<file path="src/hdl/mms_pkg.sv">
// constants and types for the monitor measurement sequencer
package mms_pkg;
    // ==========================================
    // control field positions
    localparam int FIELD_BIT_ZERO = 0;
    localparam int FIELD_BIT_ONE  = 1;
    localparam int FIELD_BIT_TWO  = 2;
    localparam int FIELD_BIT_FOUR = 4;
    localparam int FIELD_BIT_FIVE = 5;
    // third-control configuration fields handed to their consumers
    localparam int FIELD_INT_ENABLE   = 1;
    localparam int FIELD_INT_POLARITY = 2;
    localparam int FIELD_TIMEOUT_EN   = 6;
    localparam int FIELD_SOFT_RESET   = 7;
    // ==========================================
    // channel codes
    localparam logic [3:0] CH_SUPPLY   = 4'h0;
    localparam logic [3:0] CH_INT_TEMP = 4'h1;
    localparam logic [3:0] CH_EXT_TEMP = 4'h2;
    localparam logic [3:0] CH_AIN_ONE  = 4'h3;
    localparam logic [3:0] CH_AIN_TWO  = 4'h4;
    localparam logic [3:0] CH_AIN_EIGHT = 4'hA;
    localparam int NUM_CH = 11;
    // ==========================================
    // averaging and timing
    localparam logic [4:0] AVG_COUNT   = 5'h10;
    localparam int CAL_TIME_US = 5000;
    localparam int CLK_MHZ     = 50;
    localparam int CAL_CYCLES  = CAL_TIME_US * CLK_MHZ;
    localparam int SLOW_TICKS  = 8192;
    localparam int FAST_TICKS  = 16;
    localparam logic [7:0] FAST_DIV_RESET = 8'h00;
    // ==========================================
    // sequencer states
    typedef enum logic [3:0] {
        ST_CAL  = 4'b0001,
        ST_IDLE = 4'b0010,
        ST_CONV = 4'b0100,
        ST_HOLD = 4'b1000
    } mms_state_e;
endpackage

</file>
<file path="src/hdl/mms_conv_timer.sv">
// conversion timer: counts converter clock ticks for one conversion
`timescale 1ns/10ps
module mms_conv_timer #(
    parameter int SLOW_TICKS = mms_pkg::SLOW_TICKS,
    parameter int FAST_TICKS = mms_pkg::FAST_TICKS
) (
    input  wire logic mclk_i,
    input  wire logic nrst_i,
    input  wire logic start_i,
    input  wire logic abort_i,
    input  wire logic fast_i,
    output logic      done_o
);
    logic [15:0] cnt;
    logic [15:0] next_cnt;
    logic        busy;
    logic        next_busy;
    logic        done;
    logic        next_done;

    // ==========================================
    // count down one conversion, abort clears
    always_comb begin
        next_cnt  = cnt;
        next_busy = busy;
        next_done = 1'b0;
        if (abort_i) begin
            next_busy = 1'b0;
            next_cnt  = 16'h0000;
        end else if (start_i) begin
            next_busy = 1'b1;
            next_cnt  = fast_i ? 16'(FAST_TICKS - 1) : 16'(SLOW_TICKS - 1);
        end else if (busy) begin
            if (cnt == 16'h0000) begin
                next_busy = 1'b0;
                next_done = 1'b1;
            end else begin
                next_cnt = cnt - 16'h0001;
            end
        end
    end

    // timer registers
    always_ff @(posedge mclk_i) begin
        if (!nrst_i) begin
            cnt  <= 16'h0000;
            busy <= 1'b0;
            done <= 1'b0;
        end else begin
            cnt  <= next_cnt;
            busy <= next_busy;
            done <= next_done;
        end
    end

    assign done_o = done;
endmodule // mms_conv_timer

</file>
<file path="src/hdl/mms_sequencer.sv">
// monitor measurement sequencer top
`timescale 1ns/10ps
module mms_sequencer #(
    parameter int CAL_CYCLES = mms_pkg::CAL_CYCLES,
    parameter int SLOW_TICKS = mms_pkg::SLOW_TICKS,
    parameter int FAST_TICKS = mms_pkg::FAST_TICKS
) (
    input  wire logic       mclk_i,
    input  wire logic       nrst_i,
    input  wire logic [7:0] ctrl_one_i,      // first control register
    input  wire logic [7:0] ctrl_two_i,      // second control register
    input  wire logic [7:0] ctrl_three_i,    // third control register
    input  wire logic       spi_select_i,    // pulse: protocol selection seen
    input  wire logic       serial_busy_i,   // level: transaction in progress
    input  wire logic [9:0] adc_code_i,      // raw converter code
    output logic            cal_done_o,
    output logic            monitoring_o,
    output logic [3:0]      channel_o,       // multiplexer select
    output logic            conv_start_o,    // pulse: start one conversion
    output logic            adc_reset_o,     // converter reset on abort
    output logic            fast_clk_o,
    output logic            diode_filter_on_o,
    output logic            ref_supply_o,
    output logic            diode_mode_o,
    output logic            spi_locked_o,
    output logic            result_valid_o,  // pulse: result written
    output logic [3:0]      result_ch_o,
    output logic [9:0]      result_o,
    output logic            int_enable_o,
    output logic            int_active_high_o,
    output logic            timeout_enable_o,
    output logic            soft_reset_o
);
    mms_pkg::mms_state_e state, next_state;
    logic [22:0] cal_cnt, next_cal_cnt;
    logic [3:0]  ch, next_ch;
    logic [4:0]  avg_cnt, next_avg_cnt;
    logic [13:0] acc, next_acc;
    logic        start, next_start;
    logic        spi_lock, next_spi_lock;
    logic        rvalid, next_rvalid;
    logic [9:0]  res, next_res;
    logic [3:0]  rch, next_rch;
    logic        conv_done;
    logic        enable, single, no_avg, diode, fast;

    // control decode
    assign enable = ctrl_one_i[mms_pkg::FIELD_BIT_ZERO];
    assign diode  = ctrl_one_i[mms_pkg::FIELD_BIT_ONE] | ctrl_one_i[mms_pkg::FIELD_BIT_TWO];
    assign single = ctrl_two_i[mms_pkg::FIELD_BIT_FOUR];
    assign no_avg = ctrl_two_i[mms_pkg::FIELD_BIT_FIVE];
    assign fast   = ctrl_three_i[mms_pkg::FIELD_BIT_ZERO];

    mms_conv_timer #(
        .SLOW_TICKS(SLOW_TICKS),
        .FAST_TICKS(FAST_TICKS)
    ) u_timer (
        .mclk_i (mclk_i),
        .nrst_i (nrst_i),
        .start_i(start),
        .abort_i(serial_busy_i),
        .fast_i (fast),
        .done_o (conv_done)
    );

    // ==========================================
    // next channel in round-robin order
    function automatic logic [3:0] step_ch(input logic [3:0] c, input logic d);
        logic [3:0] n;
        n = c + 4'h1;
        if (c == mms_pkg::CH_AIN_EIGHT) begin
            n = mms_pkg::CH_SUPPLY;
        end else if (c == mms_pkg::CH_INT_TEMP) begin
            n = d ? mms_pkg::CH_EXT_TEMP : mms_pkg::CH_AIN_ONE;
        end else if (c == mms_pkg::CH_EXT_TEMP) begin
            n = mms_pkg::CH_AIN_TWO + 4'h1;
        end
        return n;
    endfunction

    // ==========================================
    // sequencer state machine
    always_comb begin
        next_state   = state;
        next_cal_cnt = cal_cnt;
        next_ch      = ch;
        next_avg_cnt = avg_cnt;
        next_acc     = acc;
        next_start   = 1'b0;
        next_rvalid  = 1'b0;
        next_res     = res;
        next_rch     = rch;
        unique case (state)
            mms_pkg::ST_CAL: begin
                next_cal_cnt = cal_cnt + 23'h00_0001;
                if (cal_cnt == 23'(CAL_CYCLES - 1)) begin
                    next_state = mms_pkg::ST_IDLE;
                end
            end
            mms_pkg::ST_IDLE: begin
                if (enable && !serial_busy_i) begin
                    next_state   = mms_pkg::ST_CONV;
                    next_ch      = single ? ctrl_two_i[3:0] : mms_pkg::CH_SUPPLY;
                    next_avg_cnt = 5'h00;
                    next_acc     = 14'h0000;
                    next_start   = 1'b1;
                end
            end
            mms_pkg::ST_CONV: begin
                if (!enable) begin
                    next_state = mms_pkg::ST_IDLE;
                end else if (serial_busy_i) begin
                    next_state = mms_pkg::ST_HOLD;
                end else if (conv_done) begin
                    next_acc     = acc + 14'(adc_code_i);
                    next_avg_cnt = avg_cnt + 5'h01;
                    next_start   = 1'b1;
                    if (no_avg || (avg_cnt + 5'h01 == mms_pkg::AVG_COUNT)) begin
                        next_rvalid  = 1'b1;
                        next_rch     = ch;
                        next_res     = no_avg ? adc_code_i : 10'((acc + 14'(adc_code_i)) >> 4);
                        next_avg_cnt = 5'h00;
                        next_acc     = 14'h0000;
                        next_ch      = single ? ctrl_two_i[3:0] : step_ch(ch, diode);
                    end
                end
            end
            mms_pkg::ST_HOLD: begin
                if (!enable) begin
                    next_state = mms_pkg::ST_IDLE;
                end else if (!serial_busy_i) begin
                    next_state   = mms_pkg::ST_CONV;
                    next_avg_cnt = 5'h00;
                    next_acc     = 14'h0000;
                    next_start   = 1'b1;
                end
            end
            default: begin
                next_state = mms_pkg::ST_IDLE;
            end
        endcase
    end

    // ==========================================
    // protocol lock: set only, cleared by reset
    always_comb begin
        next_spi_lock = spi_lock | spi_select_i;
    end

    // sequencer and lock registers
    always_ff @(posedge mclk_i) begin
        if (!nrst_i) begin
            state    <= mms_pkg::ST_CAL;
            cal_cnt  <= 23'h00_0000;
            ch       <= mms_pkg::CH_SUPPLY;
            avg_cnt  <= 5'h00;
            acc      <= 14'h0000;
            start    <= 1'b0;
            rvalid   <= 1'b0;
            res      <= 10'h000;
            rch      <= mms_pkg::CH_SUPPLY;
            spi_lock <= 1'b0;
        end else begin
            state    <= next_state;
            cal_cnt  <= next_cal_cnt;
            ch       <= next_ch;
            avg_cnt  <= next_avg_cnt;
            acc      <= next_acc;
            start    <= next_start;
            rvalid   <= next_rvalid;
            res      <= next_res;  // held while idle
            rch      <= next_rch;
            spi_lock <= next_spi_lock;
        end
    end

    // ==========================================
    // outputs
    assign cal_done_o        = (state != mms_pkg::ST_CAL);
    assign monitoring_o      = (state == mms_pkg::ST_CONV) || (state == mms_pkg::ST_HOLD);
    assign channel_o         = ch;
    assign conv_start_o      = start;
    assign adc_reset_o       = serial_busy_i;
    assign fast_clk_o        = fast;
    assign diode_filter_on_o = !fast;
    assign ref_supply_o      = ctrl_three_i[mms_pkg::FIELD_BIT_FOUR];
    assign diode_mode_o      = diode;
    assign spi_locked_o      = spi_lock;
    assign result_valid_o    = rvalid;
    assign result_ch_o       = rch;
    assign result_o          = res;
    // configuration controls passed to their consumers
    assign int_enable_o      = ctrl_three_i[mms_pkg::FIELD_INT_ENABLE];
    assign int_active_high_o = ctrl_three_i[mms_pkg::FIELD_INT_POLARITY];
    assign timeout_enable_o  = ctrl_three_i[mms_pkg::FIELD_TIMEOUT_EN];
    assign soft_reset_o      = ctrl_three_i[mms_pkg::FIELD_SOFT_RESET];
endmodule // mms_sequencer

</file>
<file path="config.mk">
export PLATFORM = sky130hd
export DESIGN_NAME = mms_sequencer
export DESIGN_NICKNAME = d
export VERILOG_FILES = /design/src/hdl/mms_pkg.sv /design/src/hdl/mms_conv_timer.sv /design/src/hdl/mms_sequencer.sv
export SDC_FILE = /design/constraint.sdc
export NUM_CORES = 1
export LEC_CHECK = 0
export ABC_AREA = 1
export BUFFER_PORTS_ARGS = -buffer_cell sky130_fd_sc_hd__buf_4
export CAP_MARGIN = 20
export CORE_ASPECT_RATIO = 1.5
export CORE_MARGIN = 4
export CORE_UTILIZATION = 40
export DETAILED_ROUTE_END_ITERATION = 10
export SLEW_MARGIN = 20
export SYNTH_ARGS = -nofsm -noshare
export SYNTH_HDL_FRONTEND = slang
export SYNTH_HIERARCHICAL = 1
export SYNTH_SLANG_ARGS = --single-unit
</file>
<file path="constraint.sdc">
create_clock -name mclk_i -period 2.3 [get_ports mclk_i]
set_input_delay 0.23 -clock mclk_i [delete_from_list [all_inputs] [get_ports mclk_i]]
set_output_delay 0.23 -clock mclk_i [all_outputs]
set_load 0.02 [all_outputs]
</file>
==> flow_summary.toml, run 1 <==
[synth]
synth_top_cell_area_share_pct = 31.9
synth_top_cell_by_area = "dfxtp_1"
synth_flop_cell = "dfxtp_1"
yosysSeqAreaShare_pct = 31.9
syn_area_sq_um = 5340
yosysMostFrequentCell = "nand2_1"
synth_area_leaders = "dfxtp_1, nand2_1, nor2_1"
async_reset_ff_share_pct = 0
synth_cell_type_count = 45
synth_common_cells = "nand2_1, nor2_1, inv_1"
syn-num-nets = 898
synth-edff-count = 0
synth-seq-cells = 85
yosysWarningCount = 6
avgSynthCellArea_sq_um = 6.31
synthCells = 846

[cells_and_area]
num-nets-final = 945
n_fill_cell = 1388
multi_input_area_sq_um = 3020
instances_no_fill = 1055
syn_to_final_growth_pct = 14.5
drive_above_1_share_pct = 13.4
seq_area_sq_um = 1700
antenna_cells = 0

[timing]
slew_headroom_pct = 68.0
fmax_mhz = 517
rsz0062_at_grt = "no"
tightestPinTransition_ns = 0.476
period_share_pct = 84.2
clock-skew-final_ns = 0.00758
finalSetupViolations = 0
whs_ns = 0.0992
setup_tns_ns = 0
slew_viol_final = 0
hold_viol = 0
fin_crit_ns = 1.94

[cts]
tritoncts = "yes"
cts_setup_buffers = 0
htree_levels = 3
clockBufferDepth = 2
cts_resized = 0
cts.sinks = 85
clk_pin_slew_ns = 0.06
clockRootBuffer = "clkbuf_16"
clkLatencyLatePin_ns = 0.33
cts_buffers = 9
cts_hold_buf = 0

[setup_path]
crit_family = "adder cells"
cp-startpoint = "acc[0]"
cp_max_fo = 3
worst_setup_path_start_kind = "flip-flop"
crit_chain = "ha_1 -> inv_1 -> fa_1 -> inv_1 -> nand3_1 -> nand3_1 -> nand2_1 -> nand2_1 -> xor2_1 -> nand2_2 -> a21oi_2"
critPathRequiredTime_ns = 2.57
crit_path_max_incr_delay_ns = 0.40
crit_type = "flip-flop to flip-flop"
critPathCaptureType = "flip-flop"
cp.arrival_ns = 2.21
r2r-start = "acc[0]"
crit_buf_inv = 2
critPathSlowestCell = "fa_1"

[place]
dpl.cell_count = 1041
dp_hpwl_microns = 9950
routabilityCongestion = 0.867
portBuffers = 50

[detailed_routing]
ant_nets = 0
route.vias.total = 5080
drcViolationCount = 0
wl_microns = 13200
vias_per_cell = 4.82
wl_per_cell_microns = 12.5
initialDrtViolationCount = 180
firstDrtPassIters = 4

[floorplanning]
core_sq_um = 13000
rows = 51
start_util_pct = 41.0
die-area_sq_um = 15300
io_pins = 70
die_w_microns = 102
die_height_microns = 149

[global_routing]
grt_pass1_wl_microns = 22400
overflow = 0
grt_pass1_vias = 4848
grt_max_degree = 33
grt_usage_pct = 18.2
antenna_found_initial = 0

[power_and_ir_drop]
p_leak_nw = 2.93
powerDensity_nw_per_um2 = 504
vdd_drop_max_v = 0.000281

[min_path]
min_path_type = "primary input to flip-flop"
hold_start = "spi_select_i"

[run]
maxCapViolations = 0

[status]
outcome = "finished, final reports clean"
[stage by stage]
step	total power [mW]	utilization, %	cell area (sq um)	worst slack (ns)
2_1_floorplan	1.62	-	5340	0.570
5_1_grt	3.20	46.9	6110	0.202
3_5_place_dp	1.69	44.8	5830	0.367
4_1_cts	3.13	46.9	6110	0.359
3_3_place_gp	1.68	44.8	5830	0.400
6_report	3.08	46.9	6110	0.364
[sequential cells by signal (all words and copies together), names as in the netlist, 4 cells and up]
register	flops
acc	14
result_ch_o	4
avg_cnt	5
result_o	10
state	4
cal_cnt	23
u_timer/cnt	16
channel_o	4
[worst min-delay path, stage by stage]
cell and delay [ns]:
buf_4 0.07, nor2_1 0.03, nor2_1 0.06
[kinds of logic after synthesis]
logic type | synth area share [%]
AND/OR/NAND/NOR | 41.2
buffers and inverters | 11.5
AO/OA/AOI/OAI | 9.73
flip-flops | 31.9
XOR/XNOR | 2.30
adder cells (fa/ha/maj) | 3.42
[layer usage]
| layer | vias up | global-route usage [%] | routed length (microns) |
|---|---|---|---|
| met5 | - | 0 | 0 |
| met2 | 64 | 32.6 | 6790 |
| met1 | 2247 | 21.9 | 5780 |
| met4 | 0 | 5.06 | 197 |
| li1 | 2753 | - | - |
| met3 | 16 | 3.22 | 442 |
[cells in the final DEF, fill, tap and decap left out, types with 9 or more instances in the layout]
| master | n |
|---|---|
| o21ai_0 | 13 |
| o21ai_1 | 9 |
| dfxtp_1 | 85 |
| nand3_1 | 53 |
| buf_4 | 57 |
| clkbuf_16 | 9 |
| ha_1 | 13 |
| nor2_1 | 122 |
| nand4_1 | 22 |
| nand2_2 | 14 |
| xor2_1 | 11 |
| nand2_1 | 239 |
| nor3_1 | 12 |
| inv_1 | 114 |
| a21oi_1 | 50 |
| a21oi_2 | 9 |
[power breakdown]
group | internal, mW | switching [mW] | leakage, nW
Sequential | 1.48 | 0.00408 | 0.685
Combinational | 0.0642 | 0.105 | 2.10
Clock | 0.859 | 0.572 | 0.139
Total | 2.40 | 0.681 | 2.93
[cell type report]
type                            count  area share [%]
Clock buffer                       12            4.03
Clock inverter                      2           0.573
Inverter                          125            7.82
Multi-Input combinational cell    615            49.5
Sequential cell                    85            27.8
Tap cell                          159            3.26
Timing Repair Buffer               57            7.00
[final timing paths]
path                        to  slack [ns]  cells past startpoint
setup / recovery        acc[8]        0.36                     11
hold reg to reg   spi_locked_o        0.46                      2
hold / removal    spi_locked_o         0.1                      3
setup reg to reg        acc[8]        0.36                     11
(Power assumes the default switching activity.)
==> inputs of run 2 (changes only) <==
Clock period 2.3 ns to 1.7 ns, I/O delays scaled along.
==> run 2 against run 1 <==
Net effect:
- the run now ends with setup timing left
- core utilization grew 4.0 points
- sequential share of layout area shrank 2.1 points
- global-route usage is essentially flat
- clock skew is essentially flat
==> flow_summary.toml, run 2 (synthesized netlist as in run 1, its figures left out) <==
[detailed_routing]
drcViolationCount = 0
wl_per_cell_microns = 12.6
wl_microns = 13700
ant_nets = 0
initialDrtViolationCount = 241
route.vias.total = 5305
vias_per_cell = 4.88
firstDrtPassIters = 5

[cts]
clk_pin_slew_ns = 0.07
cts_buffers = 9
htree_levels = 3
cts.sinks = 85
clockBufferDepth = 2
tritoncts = "yes"
cts_hold_buf = 0
clkLatencyLatePin_ns = 0.34
clockRootBuffer = "clkbuf_16"

[setup_path]
critPathRequiredTime_ns = 1.98
cp_max_fo = 3
cp.arrival_ns = 2.01
crit_chain = "ha_4 -> inv_2 -> fa_2 -> inv_2 -> nand3_2 -> nand3_4 -> nand2_2 -> nand2_2 -> xor2_2 -> nand2_2 -> a21oi_2"
worst_setup_path_start_kind = "flip-flop"
cp_common_cell = "nand2_2"
crit_path_max_incr_delay_ns = 0.36
critPathSlowestCell = "fa_2"
crit_type = "flip-flop to flip-flop"
critPathCaptureType = "flip-flop"

[cells_and_area]
drive_above_1_share_pct = 21.1
top_regs = "cal_cnt x23, u_timer/cnt x16, acc x14"
num-nets-final = 974
largest_register = "cal_cnt"
final_common_cell = "nand2_1"
largest_reg_flops = 23
layout_common_cells = "nand2_1, nor2_1, inv_1"
syn_to_final_growth_pct = 24.2
n_fill_cell = 1376
antenna_cells = 0

[power_and_ir_drop]
p_clk_share_pct = 46.7
vdd_drop_max_v = 0.000427
netSwitchingFraction_pct = 23.0
p_seq_share_pct = 47.0
p_sw_mw = 0.980
power_frac_comb_pct = 6.2
p_total_mw = 4.26
p_leak_nw = 3.11
p_int_mw = 3.28
powerDensity_nw_per_um2 = 643

[global_routing]
antenna_found_initial = 0
grt_max_degree = 37
grt_pass1_wl_microns = 22300
grt_usage_pct = 18.2
grt_pass1_vias = 4878
overflow = 0

[floorplanning]
die_height_microns = 149
die_w_microns = 102
start_util_pct = 41.0
rows = 51
core_sq_um = 13000
die-area_sq_um = 15300
io_pins = 70

[timing]
final.setup.worst_slack_ns = -0.0347
period_share_pct = 102
setup_tns_ns = -0.0347
rsz0062_at_grt = "yes"
hold_viol = 0
slew_headroom_pct = 74.4
fin_crit_ns = 1.73
tightestPinTransition_ns = 0.382
finalSetupViolations = 1
fmax_mhz = 576
slew_viol_final = 0
clock-skew-final_ns = 0.00794

[place]
dp_hpwl_microns = 10200
portBuffers = 50
routabilityCongestion = 0.856

[run]
maxCapViolations = 0

[status]
violations = "setup timing"
outcome = "finished with violations"

[min_path]
min_path_type = "primary input to flip-flop"
[run 2: cell count changes in the layout (fill, tap and decap cells not counted), moves of 3 or more]
| cell | previous run | this run |
|---|---|---|
| buf_4 | 57 | 84 |
| dfxtp_1 | 85 | 80 |
| dfxtp_2 | 0 | 5 |
| ha_1 | 13 | 2 |
| ha_4 | 0 | 9 |
| nand2_1 | 239 | 230 |
| nand2_2 | 14 | 21 |
| nand3_1 | 53 | 46 |
| nand3_2 | 6 | 10 |
| nand3_4 | 1 | 4 |
| nor2_1 | 122 | 118 |
| nor2_2 | 6 | 10 |
[run 2: power by group through the flow]
stage | logic (mW) | registers, mW | clock network, mW
6_report | 0.265 | 2.01 | 1.99
5_1_grt | 0.294 | 2.00 | 2.12
4_1_cts | 0.243 | 2.00 | 2.04
3_5_place_dp | 0.241 | 2.05 | 0
3_3_place_gp | 0.241 | 2.05 | 0
2_1_floorplan | 0.144 | 2.05 | 0
[run 2: through the flow]
step | area, sq um | instances | worst slack [ns] | hold slack, ns | util [%]
3_3_place_gp | 6070 | 1068 | -0.0171 | 0.340 | 46.6
3_5_place_dp | 6070 | 1068 | -0.0482 | 0.340 | 46.6
2_1_floorplan | 5350 | 846 | 0.0434 | 0.291 | -
5_1_grt | 6630 | 1086 | -0.110 | 0.0619 | 50.9
4_1_cts | 6370 | 1084 | 0.00126 | 0.0366 | 48.9
6_report | 6630 | 1086 | -0.0347 | 0.0491 | 50.9
[run 2: worst paths after layout]
| check | start | endpoint | slack (ns) | depth (start not counted) |
|---|---|---|---|---|
| worst max-delay path | acc[0] | acc[8] | -0.03 | 11 |
| worst min-delay path | spi_select_i | spi_locked_o | 0.05 | 3 |
| worst max register to register | acc[0] | acc[8] | -0.03 | 11 |
| worst min register to register | u_timer/cnt[0] | u_timer/cnt[0] | 0.47 | 2 |
[run 2: timing repair]
action	CTS	global route
gates resized for setup	3	50
endpoints found under the setup margin	5	42
setup buffers	0	2
endpoints found under the hold margin	0	0
pin swaps	0	17
[run 2: layout make-up]
type / count / area (sq um) / share of cell area (%)
multi-input cells: 615 / 3280 / 49.4
flip-flops and latches: 85 / 1710 / 25.8
repair buffers: 86 / 671 / 10.1
inverters: 125 / 480 / 7.25
clock buffers: 12 / 246 / 3.72
well taps: 159 / 199 / 3.00
clock inverters: 4 / 47.5 / 0.717
[run 2: critical path: cells and delay by family (launching register included)]
| kind | cells | cell delay [ns] |
|---|---|---|
| compound gates | 1 | 0.13 |
| xor+xnor | 1 | 0.15 |
| simple gates | 5 | 0.42 |
| flops | 1 | 0.35 |
| buf+inv | 2 | 0.11 |
| fa+ha+maj | 2 | 0.50 |
[run 2: layer usage]
layer	up-vias	part of all wire [%]	global-route usage, %
met3	24	2.5	2.19
met2	79	52	32.2
met5	-	0	0
li1	2811	-	-
met4	0	1.8	6.24
met1	2391	44	22.3
==> inputs of run 3 (changes only) <==
Settings changed: ABC_AREA 1 to unset.
==> run 3 against run 2 <==
Net effect:
- the flow still finishes with violations (setup timing)
- area after synthesis down 13%
- sequential share of layout area shrank 2.1 points
- design area increased by 9.6%
- via count is 9.0% lower
- sequential power about the same
- power is 8.8% higher
- count of clock-buffer cells in the layout up 1
- cell count is 18% lower
- register-to-register slack got worse by 0.27 ns
- combinational power grew to 2.7 times the previous value
- largest cell class unchanged
- largest power group unchanged
- highest routed layer unchanged
==> flow_summary.toml, run 3 <==
[status]
outcome = "finished with violations"
violations = "setup timing"

[timing]
clock-skew-final_ns = 0.00932
finalSetupViolations = 56
period_share_pct = 118
tightestPinTransition_ns = 0.643
fmax_mhz = 499
fin_crit_ns = 2.00
slew_headroom_pct = 57.0
hold_viol = 0
slew_viol_final = 0
final.setup.worst_slack_ns = -0.302
rsz0062_at_grt = "yes"

[floorplanning]
die_height_microns = 140
rows = 48
die-area_sq_um = 13500
die_w_microns = 96.1
io_pins = 70
start_util_pct = 40.6
core_sq_um = 11500

[cts]
clkLatencyLatePin_ns = 0.35
cts.sinks = 85
tritoncts = "yes"
clockRootBuffer = "clkbuf_16"
clk_pin_slew_ns = 0.07
htree_levels = 3
cts_buffers = 9
clockBufferDepth = 2
cts_hold_buf = 0

[power_and_ir_drop]
power_frac_comb_pct = 15.2
vdd_drop_max_v = 0.000422
p_sw_mw = 1.18
p_leak_nw = 3.09
p_seq_share_pct = 44.0
powerDensity_nw_per_um2 = 638
p_int_mw = 3.46
netSwitchingFraction_pct = 25.5
p_clk_share_pct = 40.8

[synth]
syn_area_sq_um = 4660
synth_common_cells = "dfxtp_1, nor2_1, nand2_1"
avgSynthCellArea_sq_um = 8.40
synth_cell_type_count = 70
synth_flop_cell = "dfxtp_1"
synth_area_leaders = "dfxtp_1, nor2_1, xnor2_1"
synth-edff-count = 0
async_reset_ff_share_pct = 0
yosysWarningCount = 6
yosysSeqAreaShare_pct = 36.5
yosysMostFrequentCell = "dfxtp_1"
synth_top_cell_area_share_pct = 36.5
synthCells = 555
synth-seq-cells = 85
syn-num-nets = 607
synth_top_cell_by_area = "dfxtp_1"

[detailed_routing]
ant_nets = 0
firstDrtPassIters = 4
wl_per_cell_microns = 16.1
vias_per_cell = 5.45
drcViolationCount = 0
initialDrtViolationCount = 173
wl_microns = 14300
route.vias.total = 4825

[place]
dp_hpwl_microns = 9570
dpl.cell_count = 835
portBuffers = 50
routabilityCongestion = 0.931

[global_routing]
grt_pass1_wl_microns = 21900
grt_pass1_vias = 4754
antenna_found_initial = 0
grt_max_degree = 36
overflow = 0
grt_usage_pct = 20.5

[cells_and_area]
fin_util_pct = 63.4
syn_to_final_growth_pct = 56.0
largest_reg_flops = 23
instances_no_fill = 886
antenna_cells = 0
layout_common_cells = "buf_4, dfxtp_1, nor2_1"
drive_above_1_share_pct = 44.0
largest_register = "cal_cnt"
num-nets-final = 783
top_regs = "cal_cnt x23, u_timer/cnt x16, acc x14"
n_fill_cell = 931
final_common_cell = "buf_4"

[setup_path]
worst_setup_path_start_kind = "flip-flop"
cp.arrival_ns = 2.29
crit_type = "flip-flop to flip-flop"
critPathRequiredTime_ns = 1.99
cp_max_fo = 3
critPathCaptureType = "flip-flop"

[min_path]
min_path_type = "primary input to flip-flop"

[run]
maxCapViolations = 0
## run 3: cell types whose count changed after synthesis, sizes merged, moves of 8 or more
cell    before  now
nor2       132   65
inv        118   19
xnor2        3   22
nand3       60   22
a22oi        2   10
clkbuf       8   20
mux2i        0    8
a21oi       59   35
a31oi        2   10
nand4       22   12
nand2      256   40
or3          0   10
## run 3: timing repair
action,4_1_cts,5_1_grt
hold endpoints to repair,0,0
pin swaps,35,40
setup endpoints to repair,73,73
gates resized for setup,57,87
gates cloned,1,2
setup buffers,18,17
## run 3: per-stage QoR
step           area (sq um)  hold WS (ns)  power [mW]  worst slack (ns)  TNS (ns)
2_1_floorplan          4810         0.289        2.38            -0.348     -8.14
3_3_place_gp           6050         0.340        2.62            -0.421     -8.39
3_5_place_dp           6050         0.340        2.63            -0.436    -10.30
4_1_cts                6710        0.0297        4.60            -0.282     -7.22
5_1_grt                7270        0.0424        4.81            -0.381    -12.78
6_report               7270        0.0322        4.64            -0.302     -8.90
## run 3: layout make-up
cell class | count | area [sq um] | share of cell area (%)
clock inverters | 3 | 20.0 | 0.275
well taps | 150 | 188 | 2.58
repair buffers | 198 | 1660 | 22.8
clock buffers | 13 | 260 | 3.58
multi-input cells | 418 | 3350 | 46.1
inverters | 19 | 73.8 | 1.02
flip-flops and latches | 85 | 1720 | 23.6
## run 3: final timing paths
check,from,to,depth (start not counted),slack [ns]
min reg2reg,spi_locked_o,spi_locked_o,2,0.47
max reg2reg,acc[0],result_o[8],9,-0.30
max,acc[0],result_o[8],9,-0.30
min,spi_select_i,spi_locked_o,3,0.03
## run 3: kinds of logic after synthesis
kind of cell	Yosys count	synth area share, %
adders and majority gates	14	3.92
muxes	8	1.72
DFF	85	36.5
AOI/OAI and AO/OA	138	20.0
and+or+nand+nor	219	25.4
buffers and inverters	54	5.56
xor gates and xnor gates	37	6.95
## run 3: worst max-delay path, cell delays in order, from the launching register on
cell and delay [ns]:
dfxtp_2 0.35, ha_4 0.13, inv_2 0.03, fa_2 0.36, nor2b_4 0.14, o2111ai_2 0.15
a21oi_2 0.21, o21a_1 0.19, mux2i_1 0.22, a41o_1 0.16
## run 3: per-layer routing
metal  routed length (microns)  vias up  GRT usage [%]
li1                          -     2366              -
met5                         0        -              0
met4                       347        0           7.05
met2                      8050       88           38.2
met1                      5460     2347           22.6
met3                       453       24           3.55
## run 3: power by group through the flow
stage | registers [mW] | logic, mW | clock network [mW]
global placement | 2.08 | 0.538 | 0
global route | 2.04 | 0.764 | 2.00
floorplan | 2.09 | 0.289 | 0
CTS | 2.04 | 0.633 | 1.93
detailed placement | 2.08 | 0.551 | 0
finish | 2.04 | 0.705 | 1.89
